<file path="config.mk">
export PLATFORM = sky130hd
export DESIGN_NAME = scw_setup_words
export DESIGN_NICKNAME = d
export VERILOG_FILES = /design/src/inc/scw_pkg.sv /design/src/rtl/scw_settle_filter.sv /design/src/rtl/scw_setup_words.sv
export SDC_FILE = /design/constraint.sdc
export NUM_CORES = 2
export LEC_CHECK = 0
export ABC_AREA = 1
export BUFFER_PORTS_ARGS = -buffer_cell sky130_fd_sc_hd__buf_4
export CAP_MARGIN = 30
export CORE_MARGIN = 2
export CORE_UTILIZATION = 64
export DETAILED_ROUTE_END_ITERATION = 8
export PLACE_DENSITY = 0.83
export SLEW_MARGIN = 0
export SYNTH_ARGS = -nofsm -noshare
export SYNTH_HDL_FRONTEND = slang
export SYNTH_SLANG_ARGS = --single-unit
</file>
<file path="constraint.sdc">
create_clock -name core_clk -period 24 [get_ports core_clk]
set_input_delay 1.2 -clock core_clk [delete_from_list [all_inputs] [get_ports core_clk]]
set_output_delay 1.2 -clock core_clk [all_outputs]
set_load 0.01 [all_outputs]
</file>
<file path="src/inc/scw_pkg.sv">
package scw_pkg;

    // ------------------------------------------------------------
    // register word addresses (data memory word numbers)
    // ------------------------------------------------------------
    localparam logic [15:0] SERIAL_PORT_SERVICE_TIME_ADDR     = 16'h19D8;
    localparam logic [15:0] PERIPHERAL_PORT_SERVICE_TIME_ADDR = 16'h19D9;
    localparam logic [15:0] MINIMUM_SCAN_TIME_ADDR            = 16'h19DB;
    localparam logic [15:0] INPUT_SETTLING_SELECT_ADDR        = 16'h19DC;
    localparam logic [15:0] FAST_TIMER_IRQ_COUNT_ADDR         = 16'h19E5;
    localparam logic [15:0] DIGIT_READ_AND_REFRESH_ADDR       = 16'h19EF;

    // ------------------------------------------------------------
    // field layout and reset values
    // ------------------------------------------------------------
    localparam int          ENABLE_MSB     = 15;
    localparam int          ENABLE_LSB     = 8;
    localparam int          VALUE_MSB      = 7;
    localparam int          VALUE_LSB      = 0;
    localparam logic [7:0]  ENABLE_OFF     = 8'h00;
    localparam logic [7:0]  ENABLE_ON      = 8'h01;
    localparam logic [15:0] SERVICE_RESET  = 16'h0000;
    localparam logic [15:0] MIN_SCAN_RESET = 16'h0000;
    localparam logic [15:0] SETTLE_RESET   = 16'h0000;
    localparam logic [15:0] FAST_RESET     = 16'h0000;
    localparam logic [15:0] DIGIT_RESET    = 16'h0000;
    localparam logic [7:0]  DEFAULT_PCT    = 8'h05;
    localparam logic [4:0]  ALL_FAST_TIMERS = 5'd16;
    localparam logic [3:0]  SETTLE_DEFAULT = 4'h0;
    localparam int          SETTLE_MAX_CODE = 8;
    localparam int          FAST_MAX_COUNT = 15;

    // ------------------------------------------------------------
    // error codes
    // ------------------------------------------------------------
    localparam logic [7:0]  SETUP_ERROR_CODE = 8'h9B;

    // ------------------------------------------------------------
    // timing
    // ------------------------------------------------------------
    localparam int CLK_MHZ         = 100;
    localparam int TICK_US         = 1000;
    localparam int TICK_CYCLES     = TICK_US * CLK_MHZ;
    localparam int MIN_SERVICE_NS  = 340;   // 0.34 ms in us below
    localparam int MIN_SERVICE_US  = 340;
    localparam int MIN_SERVICE_CYCLES = MIN_SERVICE_US * CLK_MHZ;

    // ------------------------------------------------------------
    // carriers
    // ------------------------------------------------------------
    typedef struct packed {
        logic        wrEn;
        logic [15:0] addr;
        logic [15:0] wrData;
    } scw_bus_type;

    typedef struct packed {
        logic [6:0] serialPct;
        logic [6:0] periphPct;
        logic [13:0] minScanMs;
        logic [3:0] settleLo;
        logic [3:0] settleHi;
        logic [4:0] fastTimers;
        logic       eightDigits;
        logic       directRefresh;
    } scw_setup_type;

    typedef enum logic [2:0] {
        SCAN_RUN   = 3'b001,
        SCAN_WAIT  = 3'b010,
        SCAN_IDLE  = 3'b100
    } scw_scan_state_type;

    // two-digit bcd to binary
    function automatic logic [6:0] bcd2(input logic [7:0] v);
        bcd2 = (7'(v[7:4]) * 7'd10) + 7'(v[3:0]);
    endfunction

    function automatic logic bcdOk(input logic [3:0] d);
        bcdOk = (d <= 4'd9);
    endfunction

endpackage

</file>
<file path="src/rtl/scw_settle_filter.sv">
`timescale 1ns/10ps
// input settling filter for one group of eight inputs
module scw_settle_filter
    import scw_pkg::*;
#(
    parameter int WIDTH    = 8,
    parameter int CNT_BITS = 8
) (
    // clock and reset
    input  wire logic                core_clk,
    input  wire logic                srst,
    // timing
    input  wire logic                msTick,
    input  wire logic [CNT_BITS-1:0] settleMs,
    // data
    input  wire logic [WIDTH-1:0]    rawIn,
    output logic      [WIDTH-1:0]    filtered
);
    initial begin
        if (WIDTH < 1 || CNT_BITS < 8) $error("scw_settle_filter: bad parameters");
    end

    logic [CNT_BITS-1:0] count_reg [WIDTH];

    // -----------------------------------------------------------
    // per-bit stability counter
    // -----------------------------------------------------------
    // a bit only follows the pin once it held steady for the whole time
    always_ff @(posedge core_clk) begin
        for (int i = 0; i < WIDTH; i++) begin
            if (srst) begin
                count_reg[i] <= '0;
                filtered[i]  <= 1'b0;
            end else if (rawIn[i] == filtered[i]) begin
                count_reg[i] <= '0;
            end else if (msTick) begin
                if (count_reg[i] + 1'b1 >= settleMs) begin
                    filtered[i]  <= rawIn[i];
                    count_reg[i] <= '0;
                end else begin
                    count_reg[i] <= count_reg[i] + 1'b1;
                end
            end
        end
    end
endmodule

</file>
<file path="src/rtl/scw_setup_words.sv">
`timescale 1ns/10ps
module scw_setup_words
    import scw_pkg::*;
#(
    parameter int TICK_COUNT    = TICK_CYCLES,
    parameter int MIN_SVC_COUNT = MIN_SERVICE_CYCLES
) (
    // clock and reset
    input  wire logic          core_clk,
    input  wire logic          srst,
    // setup word access port
    input  wire scw_bus_type   bus,
    output logic [15:0]        rdData,
    // mode events
    input  wire logic          programStart,
    input  wire logic          programStop,
    input  wire logic          progToMonitor,
    input  wire logic          forced_state_retain_flag,
    input  wire logic          io_memory_retain_flag,
    // scan control
    input  wire logic          scanDone,
    output logic               scanStart,
    output logic               min_cycle_overrun_flag,
    output logic [15:0]        lastScanMs,
    // port service
    input  wire logic          serialReq,
    input  wire logic          periphReq,
    output logic               serialSvc,
    output logic               periphSvc,
    // inputs
    input  wire logic [15:0]   rawInputs,
    output logic [15:0]        settledInputs,
    // retain controls
    output logic               clearForced,
    output logic               clearIoArea,
    // active setup
    output scw_setup_type      active,
    output logic               setupError,
    output logic [7:0]         errorCode,
    output logic [2:0]         setupErrFlags
);
    initial begin
        if (TICK_COUNT < 1 || MIN_SVC_COUNT < 1) $error("scw_setup_words: bad counts");
    end

    // -----------------------------------------------------------
    // setup word storage
    // -----------------------------------------------------------
    logic [15:0] serialWord_reg, periphWord_reg, minScan_reg;
    logic [15:0] settle_reg, fast_reg, digit_reg;

    // words written through the port; decoded values only latched at program start
    always_ff @(posedge core_clk) begin
        if (srst) begin
            serialWord_reg <= SERVICE_RESET;
            periphWord_reg <= SERVICE_RESET;
            minScan_reg    <= MIN_SCAN_RESET;
            settle_reg     <= SETTLE_RESET;
            fast_reg       <= FAST_RESET;
            digit_reg      <= DIGIT_RESET;
        end else if (bus.wrEn) begin
            if (bus.addr == SERIAL_PORT_SERVICE_TIME_ADDR) begin
                serialWord_reg <= bus.wrData;
            end else if (bus.addr == PERIPHERAL_PORT_SERVICE_TIME_ADDR) begin
                periphWord_reg <= bus.wrData;
            end else if (bus.addr == MINIMUM_SCAN_TIME_ADDR) begin
                minScan_reg <= bus.wrData;
            end else if (bus.addr == INPUT_SETTLING_SELECT_ADDR) begin
                settle_reg <= bus.wrData;
            end else if (bus.addr == FAST_TIMER_IRQ_COUNT_ADDR) begin
                fast_reg <= bus.wrData;
            end else if (bus.addr == DIGIT_READ_AND_REFRESH_ADDR) begin
                digit_reg <= bus.wrData;
            end
        end
    end

    // read mux; unmapped words read zero
    always_comb begin
        if (bus.addr == SERIAL_PORT_SERVICE_TIME_ADDR) begin
            rdData = serialWord_reg;
        end else if (bus.addr == PERIPHERAL_PORT_SERVICE_TIME_ADDR) begin
            rdData = periphWord_reg;
        end else if (bus.addr == MINIMUM_SCAN_TIME_ADDR) begin
            rdData = minScan_reg;
        end else if (bus.addr == INPUT_SETTLING_SELECT_ADDR) begin
            rdData = settle_reg;
        end else if (bus.addr == FAST_TIMER_IRQ_COUNT_ADDR) begin
            rdData = fast_reg;
        end else if (bus.addr == DIGIT_READ_AND_REFRESH_ADDR) begin
            rdData = digit_reg;
        end else begin
            rdData = 16'h0000;
        end
    end

    // -----------------------------------------------------------
    // decode with validity checks
    // -----------------------------------------------------------
    function automatic logic twoBcdOk(input logic [7:0] v);
        twoBcdOk = bcdOk(v[7:4]) && bcdOk(v[3:0]);
    endfunction

    // service word: returns percentage, bad flag from svcBad
    function automatic logic [7:0] svcPct(input logic [15:0] w);
        if (w[ENABLE_MSB:ENABLE_LSB] == ENABLE_ON && twoBcdOk(w[VALUE_MSB:VALUE_LSB])) begin
            svcPct = {1'b0, bcd2(w[VALUE_MSB:VALUE_LSB])};
        end else begin
            svcPct = {1'b0, bcd2(DEFAULT_PCT)};
        end
    endfunction

    function automatic logic svcBad(input logic [15:0] w);
        svcBad = !((w[ENABLE_MSB:ENABLE_LSB] == ENABLE_OFF)
                 || (w[ENABLE_MSB:ENABLE_LSB] == ENABLE_ON && twoBcdOk(w[VALUE_MSB:VALUE_LSB])));
    endfunction

    scw_setup_type decoded;
    logic [2:0]    badBits;
    logic [6:0]    fastN;

    always_comb begin
        decoded  = '0;
        badBits  = 3'b000;
        fastN    = bcd2(fast_reg[VALUE_MSB:VALUE_LSB]);
        decoded.serialPct = 7'(svcPct(serialWord_reg));
        decoded.periphPct = 7'(svcPct(periphWord_reg));
        badBits[0] = svcBad(serialWord_reg) || svcBad(periphWord_reg);
        // four bcd digits, 0000 means variable
        if (twoBcdOk(minScan_reg[15:8]) && twoBcdOk(minScan_reg[7:0])) begin
            decoded.minScanMs = (14'(bcd2(minScan_reg[15:8])) * 14'd100) + 14'(bcd2(minScan_reg[7:0]));
        end else begin
            badBits[1] = 1'b1;
        end
        // two one-digit codes, upper byte ignored
        decoded.settleLo = SETTLE_DEFAULT;
        decoded.settleHi = SETTLE_DEFAULT;
        if (settle_reg[3:0] <= 4'(SETTLE_MAX_CODE)) decoded.settleLo = settle_reg[3:0];
        else badBits[2] = 1'b1;
        if (settle_reg[7:4] <= 4'(SETTLE_MAX_CODE)) decoded.settleHi = settle_reg[7:4];
        else badBits[2] = 1'b1;
        // fast timers counted from zero
        decoded.fastTimers = ALL_FAST_TIMERS;
        if (fast_reg[ENABLE_MSB:ENABLE_LSB] == ENABLE_ON) begin
            if (twoBcdOk(fast_reg[VALUE_MSB:VALUE_LSB]) && fastN <= 7'(FAST_MAX_COUNT)) begin
                decoded.fastTimers = fastN[4:0];
            end else begin
                badBits[2] = 1'b1;
            end
        end else if (fast_reg[ENABLE_MSB:ENABLE_LSB] != ENABLE_OFF) begin
            badBits[2] = 1'b1;
        end
        // digit count in upper byte, refresh method in lower
        if (digit_reg[15:8] == ENABLE_ON) decoded.eightDigits = 1'b1;
        else if (digit_reg[15:8] != ENABLE_OFF) badBits[2] = 1'b1;
        if (digit_reg[7:0] == ENABLE_ON) decoded.directRefresh = 1'b1;
        else if (digit_reg[7:0] != ENABLE_OFF) badBits[2] = 1'b1;
    end

    // latch at program start only, so edits mid-run wait for next start
    always_ff @(posedge core_clk) begin
        if (srst) begin
            active        <= '0;
            setupError    <= 1'b0;
            errorCode     <= 8'h00;
            setupErrFlags <= 3'b000;
        end else if (programStart) begin
            active        <= decoded;
            setupErrFlags <= badBits;
            setupError    <= |badBits;
            errorCode     <= (|badBits) ? SETUP_ERROR_CODE : 8'h00;
        end
    end

    // -----------------------------------------------------------
    // retain behaviour
    // -----------------------------------------------------------
    always_ff @(posedge core_clk) begin
        if (srst) begin
            clearForced <= 1'b0;
            clearIoArea <= 1'b0;
        end else begin
            clearForced <= progToMonitor && !forced_state_retain_flag;
            clearIoArea <= (programStart || programStop) && !io_memory_retain_flag;
        end
    end

    // -----------------------------------------------------------
    // 1 ms timebase and scan timing
    // -----------------------------------------------------------
    logic [$clog2(TICK_COUNT+1)-1:0] tick_reg;
    logic msTick;
    assign msTick = (tick_reg == ($bits(tick_reg))'(TICK_COUNT - 1));

    // free running so measurements share one phase
    always_ff @(posedge core_clk) begin
        if (srst || msTick) tick_reg <= '0;
        else tick_reg <= tick_reg + 1'b1;
    end

    scw_scan_state_type state_reg;
    logic [15:0] scanMs_reg;
    logic        running_reg;

    always_ff @(posedge core_clk) begin
        if (srst) running_reg <= 1'b0;
        else if (programStart) running_reg <= 1'b1;
        else if (programStop) running_reg <= 1'b0;
    end

    assign scanStart = running_reg && (state_reg == SCAN_IDLE);

    always_ff @(posedge core_clk) begin
        if (srst || !running_reg) begin
            state_reg <= SCAN_IDLE;
            scanMs_reg <= 16'h0000;
        end else begin
            if (msTick && scanMs_reg != 16'hFFFF) scanMs_reg <= scanMs_reg + 16'h0001;
            case (state_reg)
                SCAN_IDLE: begin
                    state_reg  <= SCAN_RUN;
                    scanMs_reg <= 16'h0000;
                end
                SCAN_RUN: begin
                    if (scanDone) begin
                        if (scanMs_reg < 16'(active.minScanMs)) state_reg <= SCAN_WAIT;
                        else state_reg <= SCAN_IDLE;
                    end
                end
                SCAN_WAIT: begin
                    if (scanMs_reg >= 16'(active.minScanMs)) state_reg <= SCAN_IDLE;
                end
                default: state_reg <= SCAN_IDLE;
            endcase
        end
    end

    // overrun sticky until next program start; set wins over clear
    always_ff @(posedge core_clk) begin
        if (srst) begin
            min_cycle_overrun_flag <= 1'b0;
            lastScanMs             <= 16'h0000;
        end else begin
            if (state_reg == SCAN_RUN && scanDone) lastScanMs <= scanMs_reg;
            if (state_reg == SCAN_RUN && scanDone && active.minScanMs != 14'd0
                && scanMs_reg > 16'(active.minScanMs)) begin
                min_cycle_overrun_flag <= 1'b1;
            end else if (programStart) begin
                min_cycle_overrun_flag <= 1'b0;
            end
        end
    end

    // -----------------------------------------------------------
    // port service slots, serial then peripheral after each scan
    // -----------------------------------------------------------
    logic [1:0]  svcPort_reg;     // 01 serial, 10 peripheral
    logic [31:0] svcCnt_reg, svcLen;
    logic [31:0] scanCycles_reg;
    logic        curReq;

    always_comb begin
        svcLen = (scanCycles_reg / 32'd100) * 32'(svcPort_reg[0] ? active.serialPct : active.periphPct);
        if (svcLen < 32'(MIN_SVC_COUNT)) svcLen = 32'(MIN_SVC_COUNT);
        curReq = svcPort_reg[0] ? serialReq : periphReq;
    end

    always_ff @(posedge core_clk) begin
        if (srst || scanStart) scanCycles_reg <= 32'h0;
        else if (state_reg == SCAN_RUN && scanCycles_reg != 32'hFFFFFFFF) scanCycles_reg <= scanCycles_reg + 32'h1;
    end

    always_ff @(posedge core_clk) begin
        if (srst || !running_reg) begin
            svcPort_reg <= 2'b00;
            svcCnt_reg  <= 32'h0;
        end else if (state_reg == SCAN_RUN && scanDone) begin
            svcPort_reg <= 2'b01;
            svcCnt_reg  <= 32'h0;
        end else if (svcPort_reg != 2'b00) begin
            if (!curReq || svcCnt_reg + 32'h1 >= svcLen) begin
                svcPort_reg <= {svcPort_reg[0], 1'b0};
                svcCnt_reg  <= 32'h0;
            end else begin
                svcCnt_reg <= svcCnt_reg + 32'h1;
            end
        end
    end

    assign serialSvc = svcPort_reg[0] && serialReq;
    assign periphSvc = svcPort_reg[1] && periphReq;

    // -----------------------------------------------------------
    // input settling
    // -----------------------------------------------------------
    function automatic logic [7:0] settleMs(input logic [3:0] code);
        case (code)
            4'h1: settleMs = 8'd1;
            4'h2: settleMs = 8'd2;
            4'h3: settleMs = 8'd4;
            4'h5: settleMs = 8'd16;
            4'h6: settleMs = 8'd32;
            4'h7: settleMs = 8'd64;
            4'h8: settleMs = 8'd128;
            default: settleMs = 8'd8;
        endcase
    endfunction

    // pins are asynchronous: two flops before any filter logic
    logic [15:0] inMeta_reg, inSync_reg;
    always_ff @(posedge core_clk) begin
        if (srst) begin
            inMeta_reg <= 16'h0000;
            inSync_reg <= 16'h0000;
        end else begin
            inMeta_reg <= rawInputs;
            inSync_reg <= inMeta_reg;
        end
    end

    scw_settle_filter #(.WIDTH(8), .CNT_BITS(8)) uLowGroup (
        .core_clk (core_clk),
        .srst     (srst),
        .msTick   (msTick),
        .settleMs (settleMs(active.settleLo)),
        .rawIn    (inSync_reg[7:0]),
        .filtered (settledInputs[7:0])
    );

    scw_settle_filter #(.WIDTH(8), .CNT_BITS(8)) uHighGroup (
        .core_clk (core_clk),
        .srst     (srst),
        .msTick   (msTick),
        .settleMs (settleMs(active.settleHi)),
        .rawIn    (inSync_reg[15:8]),
        .filtered (settledInputs[15:8])
    );
endmodule

</file>
* After elaboration in Yosys (flattened, before gate mapping)
Memories as Yosys holds them, arrays and structs flattened.
Index checks and enable logic that the tools add are counted.
** Cells by class
- $add $sub $neg :: 26
- Multipliers :: 7
- Divide/modulo/power cells :: 1
- $lt $le $gt $ge :: 34
- Equal/unequal tests :: 49
- Multiplexer cells :: 301
- Bitwise logic cells :: 69
- Reductions and logical operators :: 72
** Operators with widths (count)
- two-way mux 8 bit :: 49
- two-way mux 1 bit :: 230
- adder 8 x 1 -> 8 bit (second input constant) :: 16
- greater-or-equal comparator 8 bit :: 16
- case mux 8 bit (7 select lines) :: 2
- == test 16 x 13 -> 1 bit (second input constant) :: 6
- two-way mux 16 bit :: 6
- adder 32 x 1 -> 32 bit (second input constant) :: 2
- two-way mux 32 bit :: 2
- AND reduction 3 bit :: 17
- <= comparator 4 bit (second input constant) :: 12
- OR 1 bit :: 48
- == test 8 x 1 -> 1 bit (second input constant) :: 5
- adder 7 x 4 -> 7 bit :: 5
- divider 32 x 7 -> 32 bit (second input constant) :: 1
- greater-or-equal comparator 32 bit :: 1
- less-than comparator 32 x 16 -> 1 bit (second input constant) :: 1
- multiplier 32 x 7 -> 32 bit :: 1
- != test 32 bit (second input constant) :: 1
- multiplier 4 x 3 -> 6 bit (second input constant) :: 5
- == test 4 x 3 -> 1 bit (second input constant) :: 6
- nonzero test 8 bit :: 3
- two-way mux 7 bit :: 3
- inverter 1 bit :: 21
- 36 further kinds :: 100
** Word-level totals
- Flip-flop bits (word level) :: 321
- Memory bits (writable) :: 128
- Bits of input ports :: 59
- Logic and storage cells :: 608
- Memories kept :: 2
** Memory list
- uHighGroup.count_reg :: depth 8, bits a word 8, read ports 8, clocked after memory_dff 0, wr ports 8, RTL line scw_settle_filter.sv:23 : logic [CNT_BITS-1:0] count_reg [WIDTH];
- uLowGroup.count_reg :: depth 8, bits a word 8, read ports 8, clocked after memory_dff 0, wr ports 8, RTL line scw_settle_filter.sv:23

* Longest topological paths before layout
- Word-level depth :: 12
- Gate-level depth with buffers :: 196

* By module
From an unflattened synthesis, not the netlist that was laid out.
** Second synthesis, totals
- Cells, all modules :: 4951
- Area, all modules :: 37347.1 um^2
** By module, submodules not included
- scw_setup_words :: instances 1, cells each 3601, area an instance 25953.6 um^2, seq. area each 5945.7 um^2
- scw_settle_filter :: instances 2, cells each 675, area an instance 5696.7 um^2, seq. area each 2082.0 um^2

* Least setup slack after synthesis
No wires, ideal clock.
- Kind :: flip-flop to flip-flop
- Start :: reg scanCycles_reg[27]
- End :: reg svcCnt_reg[25]
- Arrival :: 19.468 ns
- Setup slack :: 4.462 ns
- Stages on the path, launching flop included :: 173
- Clock period less this slack :: 19.538 ns
- Path through :: dfxtp_1 buf_6 nor2_4 nand2_4 a21oi_4 o21ai_1 nand2_2 nand2_4 nor2_4 nand2_4 nand2_8 nand2_8 xnor2_4 nand2_2 buf_6 nand2_4 nand4_4 nand2_4 [137 not listed] nand2_1 ha_1 a21oi_1 o21ai_0 a21o_1 a21oi_1 o21ai_0 a21oi_1 o221ai_1 nand2_1 nand2_1 a41oi_1 and2_1 inv_1 nor2_1 clkbuf_1 nand2_1 a21oi_1
** On the way
- Cells in the longest elaborated chain, start to end :: 7
** RTL lines
- start: declaration :: RTL line scw_setup_words.sv:259 : logic [31:0] scanCycles_reg;
- start signal: assignment :: RTL line scw_setup_words.sv:270 : else if (state_reg == SCAN_RUN && scanCycles_reg != 32'hFFFFFFFF) scanCycles_reg <= scanCycles_reg + 32'h1;
- divider 32 x 7 -> 32 bit * :: RTL line scw_setup_words.sv:263 : svcLen = (scanCycles_reg / 32'd100) * 32'(svcPort_reg[0] ? active.serialPct : active.periphPct);
- multiplier 32 x 7 -> 32 bit * :: RTL line scw_setup_words.sv:263
- less-than comparator 32 x 16 -> 1 bit :: RTL line scw_setup_words.sv:264 : if (svcLen < 32'(MIN_SVC_COUNT)) svcLen = 32'(MIN_SVC_COUNT);
- two-way mux 32 bit * :: RTL line scw_setup_words.sv:264
- greater-or-equal comparator 32 bit * :: RTL line scw_setup_words.sv:281 : if (!curReq || svcCnt_reg + 32'h1 >= svcLen) begin
- logical OR 1 bit * :: RTL line scw_setup_words.sv:281
- two-way mux 32 bit * :: RTL line scw_setup_words.sv:281
- end signal: assignment :: RTL line scw_setup_words.sv:285 : svcCnt_reg <= svcCnt_reg + 32'h1;
- end: declaration :: RTL line scw_setup_words.sv:258 : logic [31:0] svcCnt_reg, svcLen;
Every way passes the cells marked *; elsewhere a longest branch is shown, timed or not.
A chain may end at the register's enable or synchronous reset.

* Final worst setup path
- Start :: reg scanCycles_reg[29]
- End :: reg svcCnt_reg[31]
The elaborated chain is that of the path after synthesis.

==> flow_metrics.env <==
export IMPL_setup_ws_ns=2.16
export IMPL_clock_path_buffers=3
export IMPL_cp_top_family="simple AND/OR/NAND/NOR gates"
export IMPL_final_setup_skew_ns=0.0254
export IMPL_fp_row_count=86
export IMPL_antenna_left=0
export IMPL_hold_path_class="flip-flop to flip-flop"
export IMPL_dp_slack_ns=1.32
export IMPL_place_hpwl_um=65400
export IMPL_fp_dieW_um=240
export IMPL_rsz0062_at_grt="false"
export IMPL_io_buffers=164
export IMPL_wire_per_inst_um=15.8
export IMPL_final_util_pct=71.1
export IMPL_leakagePower_uw=0.0191
export IMPL_die_area_um2=57800
export IMPL_clk_latency_ns=0.59
export IMPL_tightestPinTransition_ns=1.01
export IMPL_crit_path_start_kind="flip-flop"
export IMPL_first_global_vias=30000
export IMPL_cts_sinks=441
export IMPL_violations="design-rule violations"
export IMPL_worstPathRequired_ns=24.50
export IMPL_path_max_fanout=32
export IMPL_synth_top_cell_by_area="dfxtp_1"
export IMPL_vias=31100
export IMPL_drive_gt1_share_pct=12.6
export IMPL_crit_type="flip-flop to flip-flop"
export IMPL_avgSynthCellArea_um2=7.78
export IMPL_synth_ff_type="dfxtp_1"
export IMPL_ios=168
export IMPL_end_kind="flip-flop"
export IMPL_intPower_uw=1270
export IMPL_switching_power_uw=392
export IMPL_grt_pass1_wl_um=143000
export IMPL_yosysWarnings=0
export IMPL_die_y_um=240
export IMPL_nNetsFinal=5211
export IMPL_slowest_stage="fa_1"
export IMPL_period_minus_slack_ns=21.84
export IMPL_drt_wl_total_um=86700
export IMPL_vias_per_cell=5.64
export IMPL_route_detailed_drc=1
export IMPL_synth_edf_count=128
export IMPL_synth_most_common_cell="nand2_1"
export IMPL_final_setup_viol_count=0
export IMPL_reg2reg_depth=174
export IMPL_max_cap_violations=0
export IMPL_synth_area_leaders="dfxtp_1, edfxtp_1, ha_1"
export IMPL_numCtsBuffers=47
export IMPL_cp_num_cells=174
export IMPL_slew_headroom_pct=32.8
export IMPL_drt_iter0_markers=2229
export IMPL_antenna_cells=0
export IMPL_crit_path_max_incr_delay_ns=0.56
export IMPL_max_freq_mhz=45.8
export IMPL_cp_num_buf_inv=15
export IMPL_seq_area_um2=10100
export IMPL_synth_cell_area_um2=35800
export IMPL_start_util_pct=64.8
export IMPL_hold_buffers=0
export IMPL_syn2layout_area_growth_pct=9.77
export IMPL_p_seq_share_pct=47.0
export IMPL_antenna_found_initial=1
export IMPL_cts_tree="yes"
export IMPL_seq_area_frac_synth_pct=28.3
export IMPL_multi_input_area_um2=22200
export IMPL_cts_htree_levels=2
export IMPL_finalSetupTns_ns=0
export IMPL_path_clk_slew_ns=0.07
export IMPL_fin_crit_sh_pct=91.0
export IMPL_clkPwrFrac_pct=47.2
export IMPL_outcome="finished with violations"
export IMPL_vdd_drop_max_v=0.0000541
export IMPL_core_area_um2=55200
export IMPL_gp_congestion=0.928
export IMPL_drv_slew=0
export IMPL_r2r_setup_slack_ns=2.16
export IMPL_hold_depth=2
export IMPL_grt_remaining_overflow=0
export IMPL_grtUsageTotal_pct=30.1
export IMPL_synth_top_area_share_pct=17.5
export IMPL_swShare_pct=23.6
export IMPL_hold_viol_final=0
export IMPL_yosys_register_bits=441
export IMPL_synth_cells=4599
export IMPL_cellPowerDensity_nw_per_um2=42.3
export IMPL_postSynth_asyncResetShare_pct=0
export IMPL_combPwrFrac_pct=5.9
export IMPL_fill_cells=4334
export IMPL_grt_max_degree=111
export IMPL_cp_arrival_ns=22.33
export IMPL_synth_common_cells="nand2_1, inv_1, nor2_1, dfxtp_1"
export IMPL_hold_worst_slack_ns=0.402
export IMPL_ys_types=75
export IMPL_dr_pass1_iters=8
export IMPL_cts_root_buf="clkbuf_16"
[kinds of logic (layout without fill, tap and decap cells)]
| logic type | Yosys count | after routing | synth area share, % |
|---|---|---|---|
| AND/OR/NAND/NOR | 1847 | 1847 | 25.6 |
| adder cells (fa/ha/maj) | 435 | 435 | 18.0 |
| XOR/XNOR | 199 | 199 | 4.92 |
| flip-flops | 441 | 441 | 28.3 |
| other | 1 | 3 | 0.0105 |
| buffers and inverters | 871 | 1025 | 9.93 |
| AO/OA/AOI/OAI | 805 | 805 | 13.3 |
[final timing paths]
kind | start | end
worst max-delay path | scanCycles_reg[29] | svcCnt_reg[31]
worst min-delay path | inMeta_reg[6] | inSync_reg[6]
worst max register to register | scanCycles_reg[29] | svcCnt_reg[31]
worst min register to register | inMeta_reg[6] | inSync_reg[6]
[routing by layer]
| layer | share of wire, % | up-vias | global-route usage, % |
|---|---|---|---|
| met5 | 0 | - | 0 |
| met4 | 4.3 | 0 | 12.6 |
| met3 | 7.0 | 249 | 4.60 |
| met2 | 48 | 1071 | 51.2 |
| met1 | 41 | 14400 | 38.0 |
| li1 | - | 15300 | - |
[layout make-up]
cell class	instances	area share (%)
Clock inverter	29	0.921
Inverter	743	7.30
Tap cell	748	2.38
Clock buffer	58	3.36
Multi-Input combinational cell	3289	56.5
Sequential cell	441	25.8
Timing Repair Buffer	195	3.77
[timing repair]
| action | 4_1_cts | 5_1_grt |
|---|---|---|
| gates resized for setup | 0 | 12 |
| setup endpoints to repair | 0 | 34 |
| setup buffers | 0 | 2 |
| hold endpoints to repair | 0 | 0 |
[power groups by stage]
| stage | sequential, uW | clock [uW] | combinational, uW |
|---|---|---|---|
| 2_1_floorplan | 795 | 0 | 60.6 |
| 3_3_place_gp | 796 | 0 | 92.4 |
| 3_5_place_dp | 797 | 0 | 94.8 |
| 4_1_cts | 781 | 790 | 96.4 |
| 5_1_grt | 782 | 818 | 108 |
| 6_report | 781 | 784 | 97.4 |
[worst reg2reg max path, delay by kind of cell, from the launching register on]
kind                       cells  cell delay (ns)
buffers and inverters         15             1.38
AOI/OAI and AO/OA             29             4.01
adders and majority gates      6             2.73
xor gates and xnor gates       2             0.37
DFF                            1             0.43
and+or+nand+nor              122            12.84
[through the flow]
stage,power [uW],instance area [um2],std cells
2_1_floorplan,856,35800,4601
3_3_place_gp,889,37500,5412
3_5_place_dp,892,37500,5413
4_1_cts,1670,39200,5500
5_1_grt,1710,39300,5503
6_report,1660,39300,5503
[cell usage in the layout, fill, tap and decap left out, drive strengths merged, types with 27 or more instances in the layout]
cell type,n
nand4,114
nor2,489
fa,131
nor3,66
nand3b,41
inv,735
ha,304
nand2,883
clkbuf,58
xor2,174
a211oi,33
o211ai,30
o21ai,250
edfxtp,128
a21oi,312
dfxtp,313
buf,195
a22oi,27
nand3,215
o21a,72
No activity file was read; power rests on OpenSTA's default activity.
